**src/t1_ctrl_defs.vh**
```
// Shared constants for the T1 framer pin-level control block
`ifndef T1_CTRL_DEFS_VH
`define T1_CTRL_DEFS_VH

////////////////////////////////////////////////////////////////////////////////
// Clock rates in kHz
`define SYS_CLK_KHZ 40000
`define LINE_CLK_KHZ 1544
`define SERIAL_CLK_KHZ 2048

// Line clock recovery oscillator
`define NCO_WIDTH 16
// Phase step for 1.544 MHz at a 40 MHz clock, rounded down
`define NCO_INC 16'h09e1
`define NCO_ALIGN 16'h4000

////////////////////////////////////////////////////////////////////////////////
// Line frame: 193 bits per frame
`define LINE_FRAME_BITS 8'hc1
`define LINE_FRAME_LAST 8'hc0
`define LINE_FRAME_HALF 8'h61

////////////////////////////////////////////////////////////////////////////////
// System side serial frame: 32 slots of 8 bits
`define SLOTS_PER_FRAME 6'h20
`define BITS_PER_SLOT 4'h8
`define CHANNELS 5'h18
`define MASTER1_SLOT 5'h00
`define MASTER2_SLOT 5'h10

// Master word bit positions
`define MCW1_AUX_BIT 3
`define MSW2_AUX_BIT 5

`endif

```
**src/ctrl_word_ram.v**
```verilog
// Small memory for per-channel control words, registered read data
module ctrl_word_ram (
  // Clock
  input wire clk_in,
  // Write port
  input wire wr_en_in,
  input wire [4:0] wr_addr_in,
  input wire [15:0] wr_data_in,
  // Read port
  input wire [4:0] rd_addr_in,
  output reg [15:0] rd_data_out
);

  reg [15:0] mem [0:23];

  // Write and registered read
  always @(posedge clk_in) begin
    if (wr_en_in) begin
      mem[wr_addr_in] <= wr_data_in;
    end
    rd_data_out <= mem[rd_addr_in];
  end

endmodule

```
**src/line_recovery.v**
```verilog
// Line clock recovery and bipolar to unipolar conversion
`include "t1_ctrl_defs.vh"

module line_recovery (
  // Clock and reset
  input wire clk_in,
  input wire reset_in,
  // Bipolar line
  input wire line_tip_in,
  input wire line_ring_in,
  // Recovered clock and data
  output reg rclk_out,
  output reg bit_tick_out,
  output reg pos_out,
  output reg neg_out
);

  reg tip;
  reg ring;
  reg mark_prev;
  reg [`NCO_WIDTH-1:0] phase;
  wire mark;
  wire mark_rise;
  wire [`NCO_WIDTH-1:0] next_phase;

  assign mark = tip | ring;
  assign mark_rise = mark & ~mark_prev;
  assign next_phase = phase + `NCO_INC;

  ////////////////////////////////////////////////////////////////////////////////
  // Oscillator near 1.544 MHz, pulled into phase on every mark
  always @(posedge clk_in) begin
    if (reset_in) begin
      tip <= 1'b0;
      ring <= 1'b0;
      mark_prev <= 1'b0;
      phase <= {`NCO_WIDTH{1'b0}};
      rclk_out <= 1'b0;
      bit_tick_out <= 1'b0;
      pos_out <= 1'b0;
      neg_out <= 1'b0;
    end else begin
      tip <= line_tip_in;
      ring <= line_ring_in;
      mark_prev <= mark;
      if (mark_rise) begin
        phase <= `NCO_ALIGN;
      end else begin
        phase <= next_phase;
      end
      rclk_out <= phase[`NCO_WIDTH-1];
      bit_tick_out <= ~phase[`NCO_WIDTH-1] & next_phase[`NCO_WIDTH-1] & ~mark_rise;
      // Capture both rails mid-pulse on the recovered clock rise
      if (~phase[`NCO_WIDTH-1] & next_phase[`NCO_WIDTH-1] & ~mark_rise) begin
        pos_out <= tip;
        neg_out <= ring;
      end
    end
  end

endmodule

```
**src/t1_framer_control_pins.v**
```verilog
// Top of the T1 framer pin-level control block
//
// How it works
// - Recover 1.544 MHz clock from line pulses, output it, capture line data.
// - Split bipolar receive signal into positive and negative unipolar outputs.
// - Frame-rate output divides recovered clock by 193, aligned to line frame.
// - In digital loopback the frame-rate output runs from the transmit clock.
// - Auxiliary output follows bit 3 of master control word 1, primary stream.
// - Auxiliary output updates once per frame from latest received value.
// - Auxiliary status input sampled per frame, reported in master status 2 bit 5.
// - Primary control stream carries 24 channel words and two master words.
// - Secondary control stream carries 24 channel words only.
// - Status stream returns the 24 primary channel words, master word 2 in slot 0 and master status 2 in slot 16.
// - Serial streams sampled on serial clock fall, driven on its rise.
`include "t1_ctrl_defs.vh"

module t1_framer_control_pins (
  // Clock and reset
  input wire clk_in,
  input wire reset_in,
  // Line receive side
  input wire line_tip_in,
  input wire line_ring_in,
  input wire line_frame_sync_in,
  output wire recovered_line_clock_out,
  output wire recv_unipolar_pos_out,
  output wire recv_unipolar_neg_out,
  output reg frame_rate_clock_out,
  // Loopback
  input wire digital_loopback_in,
  input wire transmit_line_clock_in,
  // System serial side
  input wire system_serial_clock_in,
  input wire system_frame_pulse_n_in,
  input wire ctrl_stream_in_primary_in,
  input wire ctrl_stream_in_secondary_in,
  output reg status_stream_out,
  // Auxiliary pins
  input wire aux_status_input_in,
  output reg aux_output_pin_out
);

  ////////////////////////////////////////////////////////////////////////////////
  // Slot decode: slots 1-3, 5-7, ... carry channels 0..23
  function [5:0] slot_channel;
    input [4:0] slot;
    begin
      if (slot[1:0] == 2'b00) begin
        slot_channel = 6'h00;
      end else begin
        slot_channel = {1'b1, slot - {2'b00, slot[4:2]} - 5'h01};
      end
    end
  endfunction

  // Master slot decode: bit 1 for master word 2, bit 0 for master word 1
  function [1:0] master_sel;
    input [4:0] slot;
    begin
      master_sel = 2'b00;
      if (slot == `MASTER1_SLOT) begin
        master_sel[0] = 1'b1;
      end
      if (slot == `MASTER2_SLOT) begin
        master_sel[1] = 1'b1;
      end
    end
  endfunction

  ////////////////////////////////////////////////////////////////////////////////
  // Line recovery
  wire rclk;
  wire bit_tick;
  wire pos;
  wire neg;

  line_recovery u_line (
    .clk_in(clk_in),
    .reset_in(reset_in),
    .line_tip_in(line_tip_in),
    .line_ring_in(line_ring_in),
    .rclk_out(rclk),
    .bit_tick_out(bit_tick),
    .pos_out(pos),
    .neg_out(neg)
  );

  // Recovery outputs are flip-flops inside the line module
  assign recovered_line_clock_out = rclk;
  assign recv_unipolar_pos_out = pos;
  assign recv_unipolar_neg_out = neg;

  ////////////////////////////////////////////////////////////////////////////////
  // Frame-rate divider
  reg [7:0] line_bit_cnt;
  reg tx_clk_prev;
  wire tx_clk_rise;
  wire div_tick;

  assign tx_clk_rise = transmit_line_clock_in & ~tx_clk_prev;
  assign div_tick = digital_loopback_in ? tx_clk_rise : bit_tick;

  // Transmit clock edge detect for loopback
  always @(posedge clk_in) begin
    if (reset_in) begin
      tx_clk_prev <= 1'b0;
    end else begin
      tx_clk_prev <= transmit_line_clock_in;
    end
  end

  // Count 193 bits; resync to the line frame in normal mode
  // The sync pin is ignored in loopback, where the count follows the local clock
  always @(posedge clk_in) begin
    if (reset_in) begin
      line_bit_cnt <= 8'h00;
      frame_rate_clock_out <= 1'b0;
    end else begin
      if (div_tick) begin
        if (~digital_loopback_in & line_frame_sync_in) begin
          line_bit_cnt <= 8'h00;
        end else if (line_bit_cnt == `LINE_FRAME_LAST) begin
          line_bit_cnt <= 8'h00;
        end else begin
          line_bit_cnt <= line_bit_cnt + 8'h01;
        end
      end
      frame_rate_clock_out <= (line_bit_cnt < `LINE_FRAME_HALF);
    end
  end

  ////////////////////////////////////////////////////////////////////////////////
  // Serial clock edges
  reg sclk_meta;
  reg sclk;
  reg sclk_prev;
  wire sclk_fall;
  wire sclk_rise;

  assign sclk_fall = sclk_prev & ~sclk;
  assign sclk_rise = ~sclk_prev & sclk;

  // Two sampling stages; edges come only from the settled second stage
  always @(posedge clk_in) begin
    if (reset_in) begin
      sclk_meta <= 1'b0;
      sclk <= 1'b0;
      sclk_prev <= 1'b0;
    end else begin
      sclk_meta <= system_serial_clock_in;
      sclk <= sclk_meta;
      sclk_prev <= sclk;
    end
  end

  ////////////////////////////////////////////////////////////////////////////////
  // Receive shifters and slot counter
  reg [7:0] bit_cnt;
  reg frame_start;
  reg word_done;
  reg [4:0] done_slot;
  wire [4:0] slot;
  wire take_bit;
  wire [1:0] stream_bit;
  wire [15:0] stream_word;
  wire [7:0] word_pri;
  wire [7:0] word_sec;

  assign slot = bit_cnt[7:3];
  assign take_bit = sclk_fall & system_frame_pulse_n_in;
  // Index 1 is the primary stream, index 0 the secondary
  assign stream_bit = {ctrl_stream_in_primary_in, ctrl_stream_in_secondary_in};
  assign word_pri = stream_word[15:8];
  assign word_sec = stream_word[7:0];

  // One shifter per control stream; the word is latched on its eighth bit
  genvar g;
  generate
    for (g = 0; g < 2; g = g + 1) begin : g_stream
      reg [6:0] shift;
      reg [7:0] word;
      always @(posedge clk_in) begin
        if (reset_in) begin
          shift <= 7'h00;
          word <= 8'h00;
        end else if (take_bit) begin
          shift <= {shift[5:0], stream_bit[g]};
          if (bit_cnt[2:0] == 3'h7) begin
            word <= {shift, stream_bit[g]};
          end
        end
      end
      assign stream_word[8*g+7:8*g] = word;
    end
  endgenerate

  // Sample on the serial clock fall; frame pulse restarts the count
  always @(posedge clk_in) begin
    if (reset_in) begin
      bit_cnt <= 8'h00;
      frame_start <= 1'b0;
      word_done <= 1'b0;
      done_slot <= 5'h00;
    end else begin
      frame_start <= 1'b0;
      word_done <= 1'b0;
      if (sclk_fall) begin
        if (~system_frame_pulse_n_in) begin
          bit_cnt <= 8'h00;
          frame_start <= 1'b1;
        end else begin
          bit_cnt <= bit_cnt + 8'h01;
          if (bit_cnt[2:0] == 3'h7) begin
            word_done <= 1'b1;
            done_slot <= slot;
          end
        end
      end
    end
  end

  ////////////////////////////////////////////////////////////////////////////////
  // Control word storage
  reg [7:0] mcw1;
  reg [7:0] mcw2;
  wire [5:0] wr_dec;
  wire [5:0] rd_dec;
  wire [15:0] rd_word;
  wire [1:0] wr_master;
  wire [1:0] rd_master;

  assign wr_dec = slot_channel(done_slot);
  assign rd_dec = slot_channel(slot);
  assign wr_master = master_sel(done_slot);
  assign rd_master = master_sel(slot);

  // Both streams' channel words are written together
  ctrl_word_ram u_ram (
    .clk_in(clk_in),
    .wr_en_in(word_done & wr_dec[5]),
    .wr_addr_in(wr_dec[4:0]),
    .wr_data_in({word_pri, word_sec}),
    .rd_addr_in(rd_dec[4:0]),
    .rd_data_out(rd_word)
  );

  // Master words arrive on the primary stream only
  always @(posedge clk_in) begin
    if (reset_in) begin
      mcw1 <= 8'h00;
      mcw2 <= 8'h00;
    end else if (word_done) begin
      if (wr_master[0]) begin
        mcw1 <= word_pri;
      end
      if (wr_master[1]) begin
        mcw2 <= word_pri;
      end
    end
  end

  ////////////////////////////////////////////////////////////////////////////////
  // Once-per-frame auxiliary pin update and status sampling
  reg aux_status;

  always @(posedge clk_in) begin
    if (reset_in) begin
      aux_output_pin_out <= 1'b0;
      aux_status <= 1'b0;
    end else if (frame_start) begin
      aux_output_pin_out <= mcw1[`MCW1_AUX_BIT];
      aux_status <= aux_status_input_in;
    end
  end

  ////////////////////////////////////////////////////////////////////////////////
  // Status stream word select
  reg [7:0] status_word;

  always @* begin
    if (rd_dec[5]) begin
      status_word = rd_word[15:8];
    end else if (rd_master[0]) begin
      status_word = mcw2;
    end else if (rd_master[1]) begin
      status_word = 8'h00;
      status_word[`MSW2_AUX_BIT] = aux_status;
    end else begin
      status_word = 8'h00;
    end
  end

  // Drive on the serial clock rise, most significant bit first
  always @(posedge clk_in) begin
    if (reset_in) begin
      status_stream_out <= 1'b0;
    end else if (sclk_rise) begin
      status_stream_out <= status_word[3'h7 - bit_cnt[2:0]];
    end
  end

endmodule

```
**config.mk**
```make
export PLATFORM = sky130hd
export DESIGN_NAME = t1_framer_control_pins
export DESIGN_NICKNAME = d
export VERILOG_FILES = /design/src/ctrl_word_ram.v /design/src/line_recovery.v /design/src/t1_framer_control_pins.v
export VERILOG_INCLUDE_DIRS = /design/src
export SDC_FILE = /design/constraint.sdc
export NUM_CORES = 1
export LEC_CHECK = 0
export BUFFER_PORTS_ARGS = -buffer_cell sky130_fd_sc_hd__buf_4
export CAP_MARGIN = 25
export CORE_MARGIN = 2
export CORE_UTILIZATION = 45
export DETAILED_ROUTE_END_ITERATION = 8
export GPL_TIMING_DRIVEN = 0
export HOLD_SLACK_MARGIN = 0.05
export REMOVE_ABC_BUFFERS = 1
export SKIP_CTS_REPAIR_TIMING = 1
export SYNTH_ARGS = -nofsm -noshare
export SYNTH_HDL_FRONTEND = slang
export SYNTH_HIERARCHICAL = 1
export SYNTH_SLANG_ARGS = --single-unit
```
**constraint.sdc**
```tcl
create_clock -name clk_in -period 3.4 [get_ports clk_in]
set_clock_uncertainty 0.05 [all_clocks]
set_input_delay 1.02 -clock clk_in [delete_from_list [all_inputs] [get_ports clk_in]]
set_output_delay 1.02 -clock clk_in [all_outputs]
set_load 0.05 [all_outputs]
```
==> metrics, run 1 <==
Die Height around 160 µm; Fin. Hold Viols 0; layout cells sized above 1 between 10% and 20%; CTS tree built; GRT overflow 0; Clock Path Buffers 3; Pins Over Slew Limit 0; die area 26900 µm²; Routed Antenna Nets 0; Cells after Synth ~830; crit-path cells ha_1, inv_1, fa_1, nor2b_1, nor3_1, or3b_2, nor2_1; Starting DRT DRC Count between 400 and 500; first-pass GRT wire length 36500 µm; footprint of the multi-input gates 3640 µm²; Top Ports 18; Total Wirelength roughly 23000 µm; H-tree levels 1; cell count after placement between 1000 and 1500; peak supply drop approximately 0.00036 V; warnings from Yosys 6; Sw Pwr 1.33 mW; fin nets 850; clock period minus final worst setup slack roughly 3.3 ns; # setup viols final 0; CTS root buf clkbuf_16; worst setup margin slightly below 0.1 ns; Setup crit end kind flip-flop; clock buffer count from CTS 28; max incr delay on CP 0.66 ns; WP data required 3.51 ns; Worst Hold Depth 1; Reg clk slew, reported paths roughly 0.06 ns; post-route cell area 12900 µm²; Area after DPL around 12000 µm²; sw frac 19.7%; clock share of power between 40% and 50%; drt drc 0; Leak 4.24 nW; Vias/cell 5.53; Port Buffers 16; Slowest cell on crit path nor2_1; setup slack at placement -0.400 ns; worst path bufs/invs 1; Core ar. approximately 25000 µm²; Worst-Margin Slew between 1 and 1.5 ns; Sum Neg Setup Slack 0 ns; register area approximately 7500 µm²; initial antenna violation count 0; Avg Inst Size Synth about 14 µm²; drt pass-1 iters 4; Via Count around 6500; dpl hpwl 14900 µm; row count between 50 and 60; starting density of the core between 40% and 50%; clk_lat worst skew around 0.54 ns; Int Power approximately 5.4 mW; Max Fclk approximately 0.30 GHz; crit path DAT between 3 and 4 ns; WL/cell between 15 and 20 µm; status finished, final reports clean; vias in the first global route 6560; worst r2r path cells 7; startpoint class of the critical path flip-flop; Final Core Density roughly 50%; Total GRT Usage between 10% and 20%; Worst path depth 7; power share of the combinational group 1.6%; Final Non-Filler Cells 1175; fin crit share a little over nine tenths; area delta synth->final 11.9%; Die X roughly 160 µm; class of the worst hold path flip-flop to flip-flop; critical path class flip-flop to flip-flop; post-synthesis instance area roughly 12000 µm²; Flop pwr share 53.7%; CP top delay family simple AND/OR/NAND/NOR gates; Diodes inserted 0; clk sinks between 200 and 300; crit-path max FO 8; Fill cells slightly above 2000; RSZ-0062 raised after global routing true; Power Density 522 nW/µm²; gpl congestion between 0.8 and 0.9; pin count of the biggest net entering global routing 60; Max-Cap Viols 0; Worst slew margin between 30% and 40%
[routing by layer]
metal  part of all wire, %  global-route usage (%)
met1                    42                    23.0
met3                   5.3                    2.95
met2                    51                    31.0
met4                   1.4                    4.11
met5                     0                       0
[placed cells by master, fill, tap and decap left out, types with 4 or more instances in the layout]
master     instances
a2bb2oi_1          8
and2_1             5
clkbuf_16         30
inv_1             15
o2111ai_1          5
mux4_2            32
buf_4             18
edfxtp_1         192
a21oi_1           34
nor2_1            74
xor2_1             8
nor2b_1           18
o311ai_0           5
buf_16             4
o21ai_0           10
xnor2_1           11
clkbuf_8           4
clkinv_2           7
and3_1             4
nand4_1            4
ha_1              13
o211ai_1           7
a22oi_1            9
nand3b_1           7
nand3_1           19
nand2_1           62
mux2i_1           56
nor3_1             9
dfxtp_1           84
[worst register-to-register path, stage by stage (launching register included)]
cell	delay, ns
dfxtp_1	0.40
ha_1	0.19
inv_1	0.06
fa_1	0.37
nor2b_1	0.14
nor3_1	0.51
or3b_2	0.55
nor2_1	0.66
[worst paths after layout]
check,to,start,slack (ns)
worst max-delay path,u_ram/mem[7][12],done_slot[0],0.1
worst min-delay path,sclk,sclk_meta,0.38
worst max register to register,u_ram/mem[7][12],done_slot[0],0.1
worst min register to register,sclk,sclk_meta,0.38
[cell type report]
| type | instances | area share [%] |
|---|---|---|
| Timing Repair Buffer | 31 | 2.98 |
| Clock inverter | 13 | 0.727 |
| Tap cell | 330 | 3.20 |
| Multi-Input combinational cell | 469 | 28.2 |
| Inverter | 15 | 0.436 |
| Clock buffer | 39 | 6.41 |
| Sequential cell | 278 | 58.0 |
[power by group through the flow]
stage / clock network (mW) / registers, mW / logic, mW
floorplan: 0 / 3.68 / 0.0670
global placement: 0 / 3.68 / 0.0983
detailed placement: 0 / 3.69 / 0.104
CTS: 3.08 / 3.61 / 0.105
global route: 3.21 / 3.62 / 0.116
finish: 3.01 / 3.61 / 0.104
[stage by stage]
step,hold WS (ns),power (mW)
floorplan,0.364,3.75
global placement,0.387,3.78
detailed placement,0.381,3.79
CTS,0.389,6.80
global route,0.410,6.95
finish,0.383,6.73
[sequential cells by signal (all words and copies together) (netlist names), 5 cells and up]
name and flops:
u_ram/mem 192, u_line/phase 16, bit_cnt 8, g_stream.word 8, line_bit_cnt 8, mcw2 8, u_ram/rd_data_out 8, g_stream.shift 7
done_slot 5
No activity file was read; power rests on OpenSTA's default activity.
==> run 2, diff against run 1 <==
CORE_ASPECT_RATIO = 1.75   (was unset)
CORE_UTILIZATION = 33   (was 45)
==> metrics, run 2 (same netlist as run 1, synthesis figures left out) <==
Final Core Density 37.6% (was 51.3%); Top Ports 18 (unchanged); Port Buffers 16 (unchanged); Vias/cell 4.87 (was 5.53); clk_lat worst skew 0.52 ns (was 0.54 ns); Worst Hold Depth 1 (unchanged); Pins Over Slew Limit 0 (unchanged); fin crit share 95.1% (was 97.1%); Worst-Margin Slew 0.959 ns (was 1.01 ns); class of the worst hold path flip-flop to flip-flop (unchanged); Setup crit end kind flip-flop (unchanged); Area after DPL 12000 µm² (was 11800 µm²); commonest non-fill, non-tap cell in the layout edfxtp_1 (unchanged); starting density of the core 33.5% (was 45.8%); Routed Antenna Nets 0 (unchanged); crit-path cells ha_1, inv_1, fa_1, nor2b_1, nor3_4, buf_6, buf_8, buf_6, mux2i_1, a22oi_1, o211ai_1, o311ai_0 (was ha_1, inv_1, fa_1, nor2b_1, nor3_1, or3b_2, nor2_1); area delta synth->final 12.4% (was 11.9%); WP data required 3.68 ns (was 3.51 ns); WL/cell 17.6 µm (was 19.9 µm); largest registers u_ram/mem: 192 flops, u_line/phase: 16 flops (unchanged); CTS tree built (unchanged); Core ar. 34500 µm² (was 25200 µm²); startpoint class of the critical path flip-flop (unchanged); peak supply drop 0.000442 V (was 0.000363 V); RSZ-0062 raised after global routing true (unchanged); worst r2r path cells 12 (was 7); Slowest cell on crit path dfxtp_2 (was nor2_1); reg2reg setup slack 0.17 ns (was 0.1 ns); Max Fclk 0.309 GHz (was 0.303 GHz); Tot Pwr 6.42 mW (was 6.73 mW); critical path class flip-flop to flip-flop (unchanged); drt drc 0 (unchanged); GRT overflow 0 (unchanged); vias in the first global route 6423 (was 6560); first-pass GRT wire length 35900 µm (was 36500 µm); Hold Path Sink sclk (unchanged); CTS root buf clkbuf_16 (unchanged); fin nets 854 (was 850); row count 90 (was 58); crit-path max FO 16 (was 8); Power Density 495 nW/µm² (was 522 nW/µm²); die area 36500 µm² (was 26900 µm²); Reg clk slew, reported paths 0.07 ns (was 0.06 ns); clock buffer count from CTS 23 (was 28); H-tree levels 1 (unchanged); Total Wirelength 22900 µm (was 23400 µm); status finished, final reports clean (unchanged); clk sinks 278 (unchanged); post-route cell area 13000 µm² (was 12900 µm²); Crit path top cell by count buf_6; crit path DAT 3.51 ns (was 3.41 ns); HP Start sclk_meta (unchanged); # setup viols final 0 (unchanged); Total GRT Usage 12.6% (was 17.7%); max incr delay on CP 0.49 ns (was 0.66 ns); RR Endpoint u_ram/rd_data_out[14] (was u_ram/mem[7][12]); most frequent cells in the layout edfxtp_1 (192), dfxtp_1 (84), nor2_1 (74), nand2_1 (62), mux2i_1 (56) (unchanged); Starting DRT DRC Count 334 (was 435); RR Startpoint bit_cnt[3] (was done_slot[0]); Diodes inserted 0 (unchanged); Via Count 6343 (was 6496); dpl hpwl 15700 µm (was 14900 µm); Die Height 251 µm (was 164 µm); Top reg by flops u_ram/mem (unchanged); Fin. Hold Viols 0 (unchanged); clock period minus final worst setup slack 3.23 ns (was 3.30 ns); Leak 4.20 nW (was 4.24 nW); Largest register FFs 192 (unchanged); Fill cells 3325 (was 2043); layout cells sized above 1 15.9% (was 16.4%); gpl congestion 0.812 (was 0.801); drt pass-1 iters 4 (unchanged); register area 7490 µm² (unchanged); Max-Cap Viols 0 (unchanged); pin count of the biggest net entering global routing 60 (unchanged); footprint of the multi-input gates 3640 µm² (about the same); Die X 145 µm (was 164 µm); initial antenna violation count 0 (unchanged); Worst slew margin 36.0% (was 32.6%); Clock Path Buffers 3 (unchanged)
==> run 2: cell count changes in the layout (fill, tap and decap cells not counted), sizes merged <==
cell    before  now
clkbuf      39   31
bufinv       1    2
buf         31   40
clkinv      10    6
==> run 2: area by class of cell <==
| type | count | area share (%) |
|---|---|---|
| inverter | 15 | 0.434 |
| clock buffer | 31 | 5.15 |
| multi-input combinational | 469 | 28.1 |
| timing repair buffer | 40 | 3.36 |
| clock inverter | 10 | 0.820 |
| sequential | 278 | 57.7 |
| tap | 460 | 4.44 |
==> run 2: worst max-delay path, delay by kind of cell, from the launching register on <==
kind | cells | cell delay (ns)
flops | 1 | 0.49
fa+ha+maj | 2 | 0.60
mux | 1 | 0.20
simple gates | 2 | 0.46
compound gates | 3 | 0.63
buf+inv | 4 | 0.60
==> run 2: how the worst max path moves through the flow <==
stage,startpoint,endpoint,slack (ns),cells past startpoint
2_1_floorplan,bit_cnt[3],u_ram/rd_data_out[10],-2.58,9
3_3_place_gp,bit_cnt[5],u_ram/rd_data_out[14],-5.41,7
3_5_place_dp,bit_cnt[4],u_ram/rd_data_out[14],-0.29,11
4_1_cts,bit_cnt[4],u_ram/rd_data_out[14],-0.32,11
5_1_grt,done_slot[0],u_ram/mem[7][11],-0.02,7
6_report,bit_cnt[3],u_ram/rd_data_out[14],0.17,12
==> run 2: where the power goes <==
part	switching, mW	internal, mW	total (mW)
Sequential	0.0212	3.59	3.61
Clock	1.17	1.54	2.71
Combinational	0.0563	0.0459	0.102
==> run 2: routing by layer <==
metal	GRT usage, %	part of all wire, %
met1	13.2	37
met5	0	0
met4	6.92	4.3
met2	24.4	56
met3	1.05	2.3
==> run 2: stage by stage <==
step | TNS, ns | setup slack [ns] | instances | hold slack (ns)
detailed placement | -1.31 | -0.287 | 1247 | 0.379
global placement | -41.89 | -5.41 | 1238 | 0.370
floorplan | -20.60 | -2.58 | 762 | 0.364
finish | 0 | 0.166 | 1303 | 0.393
global route | -0.388 | -0.0238 | 1303 | 0.407
CTS | -1.58 | -0.322 | 1288 | 0.397
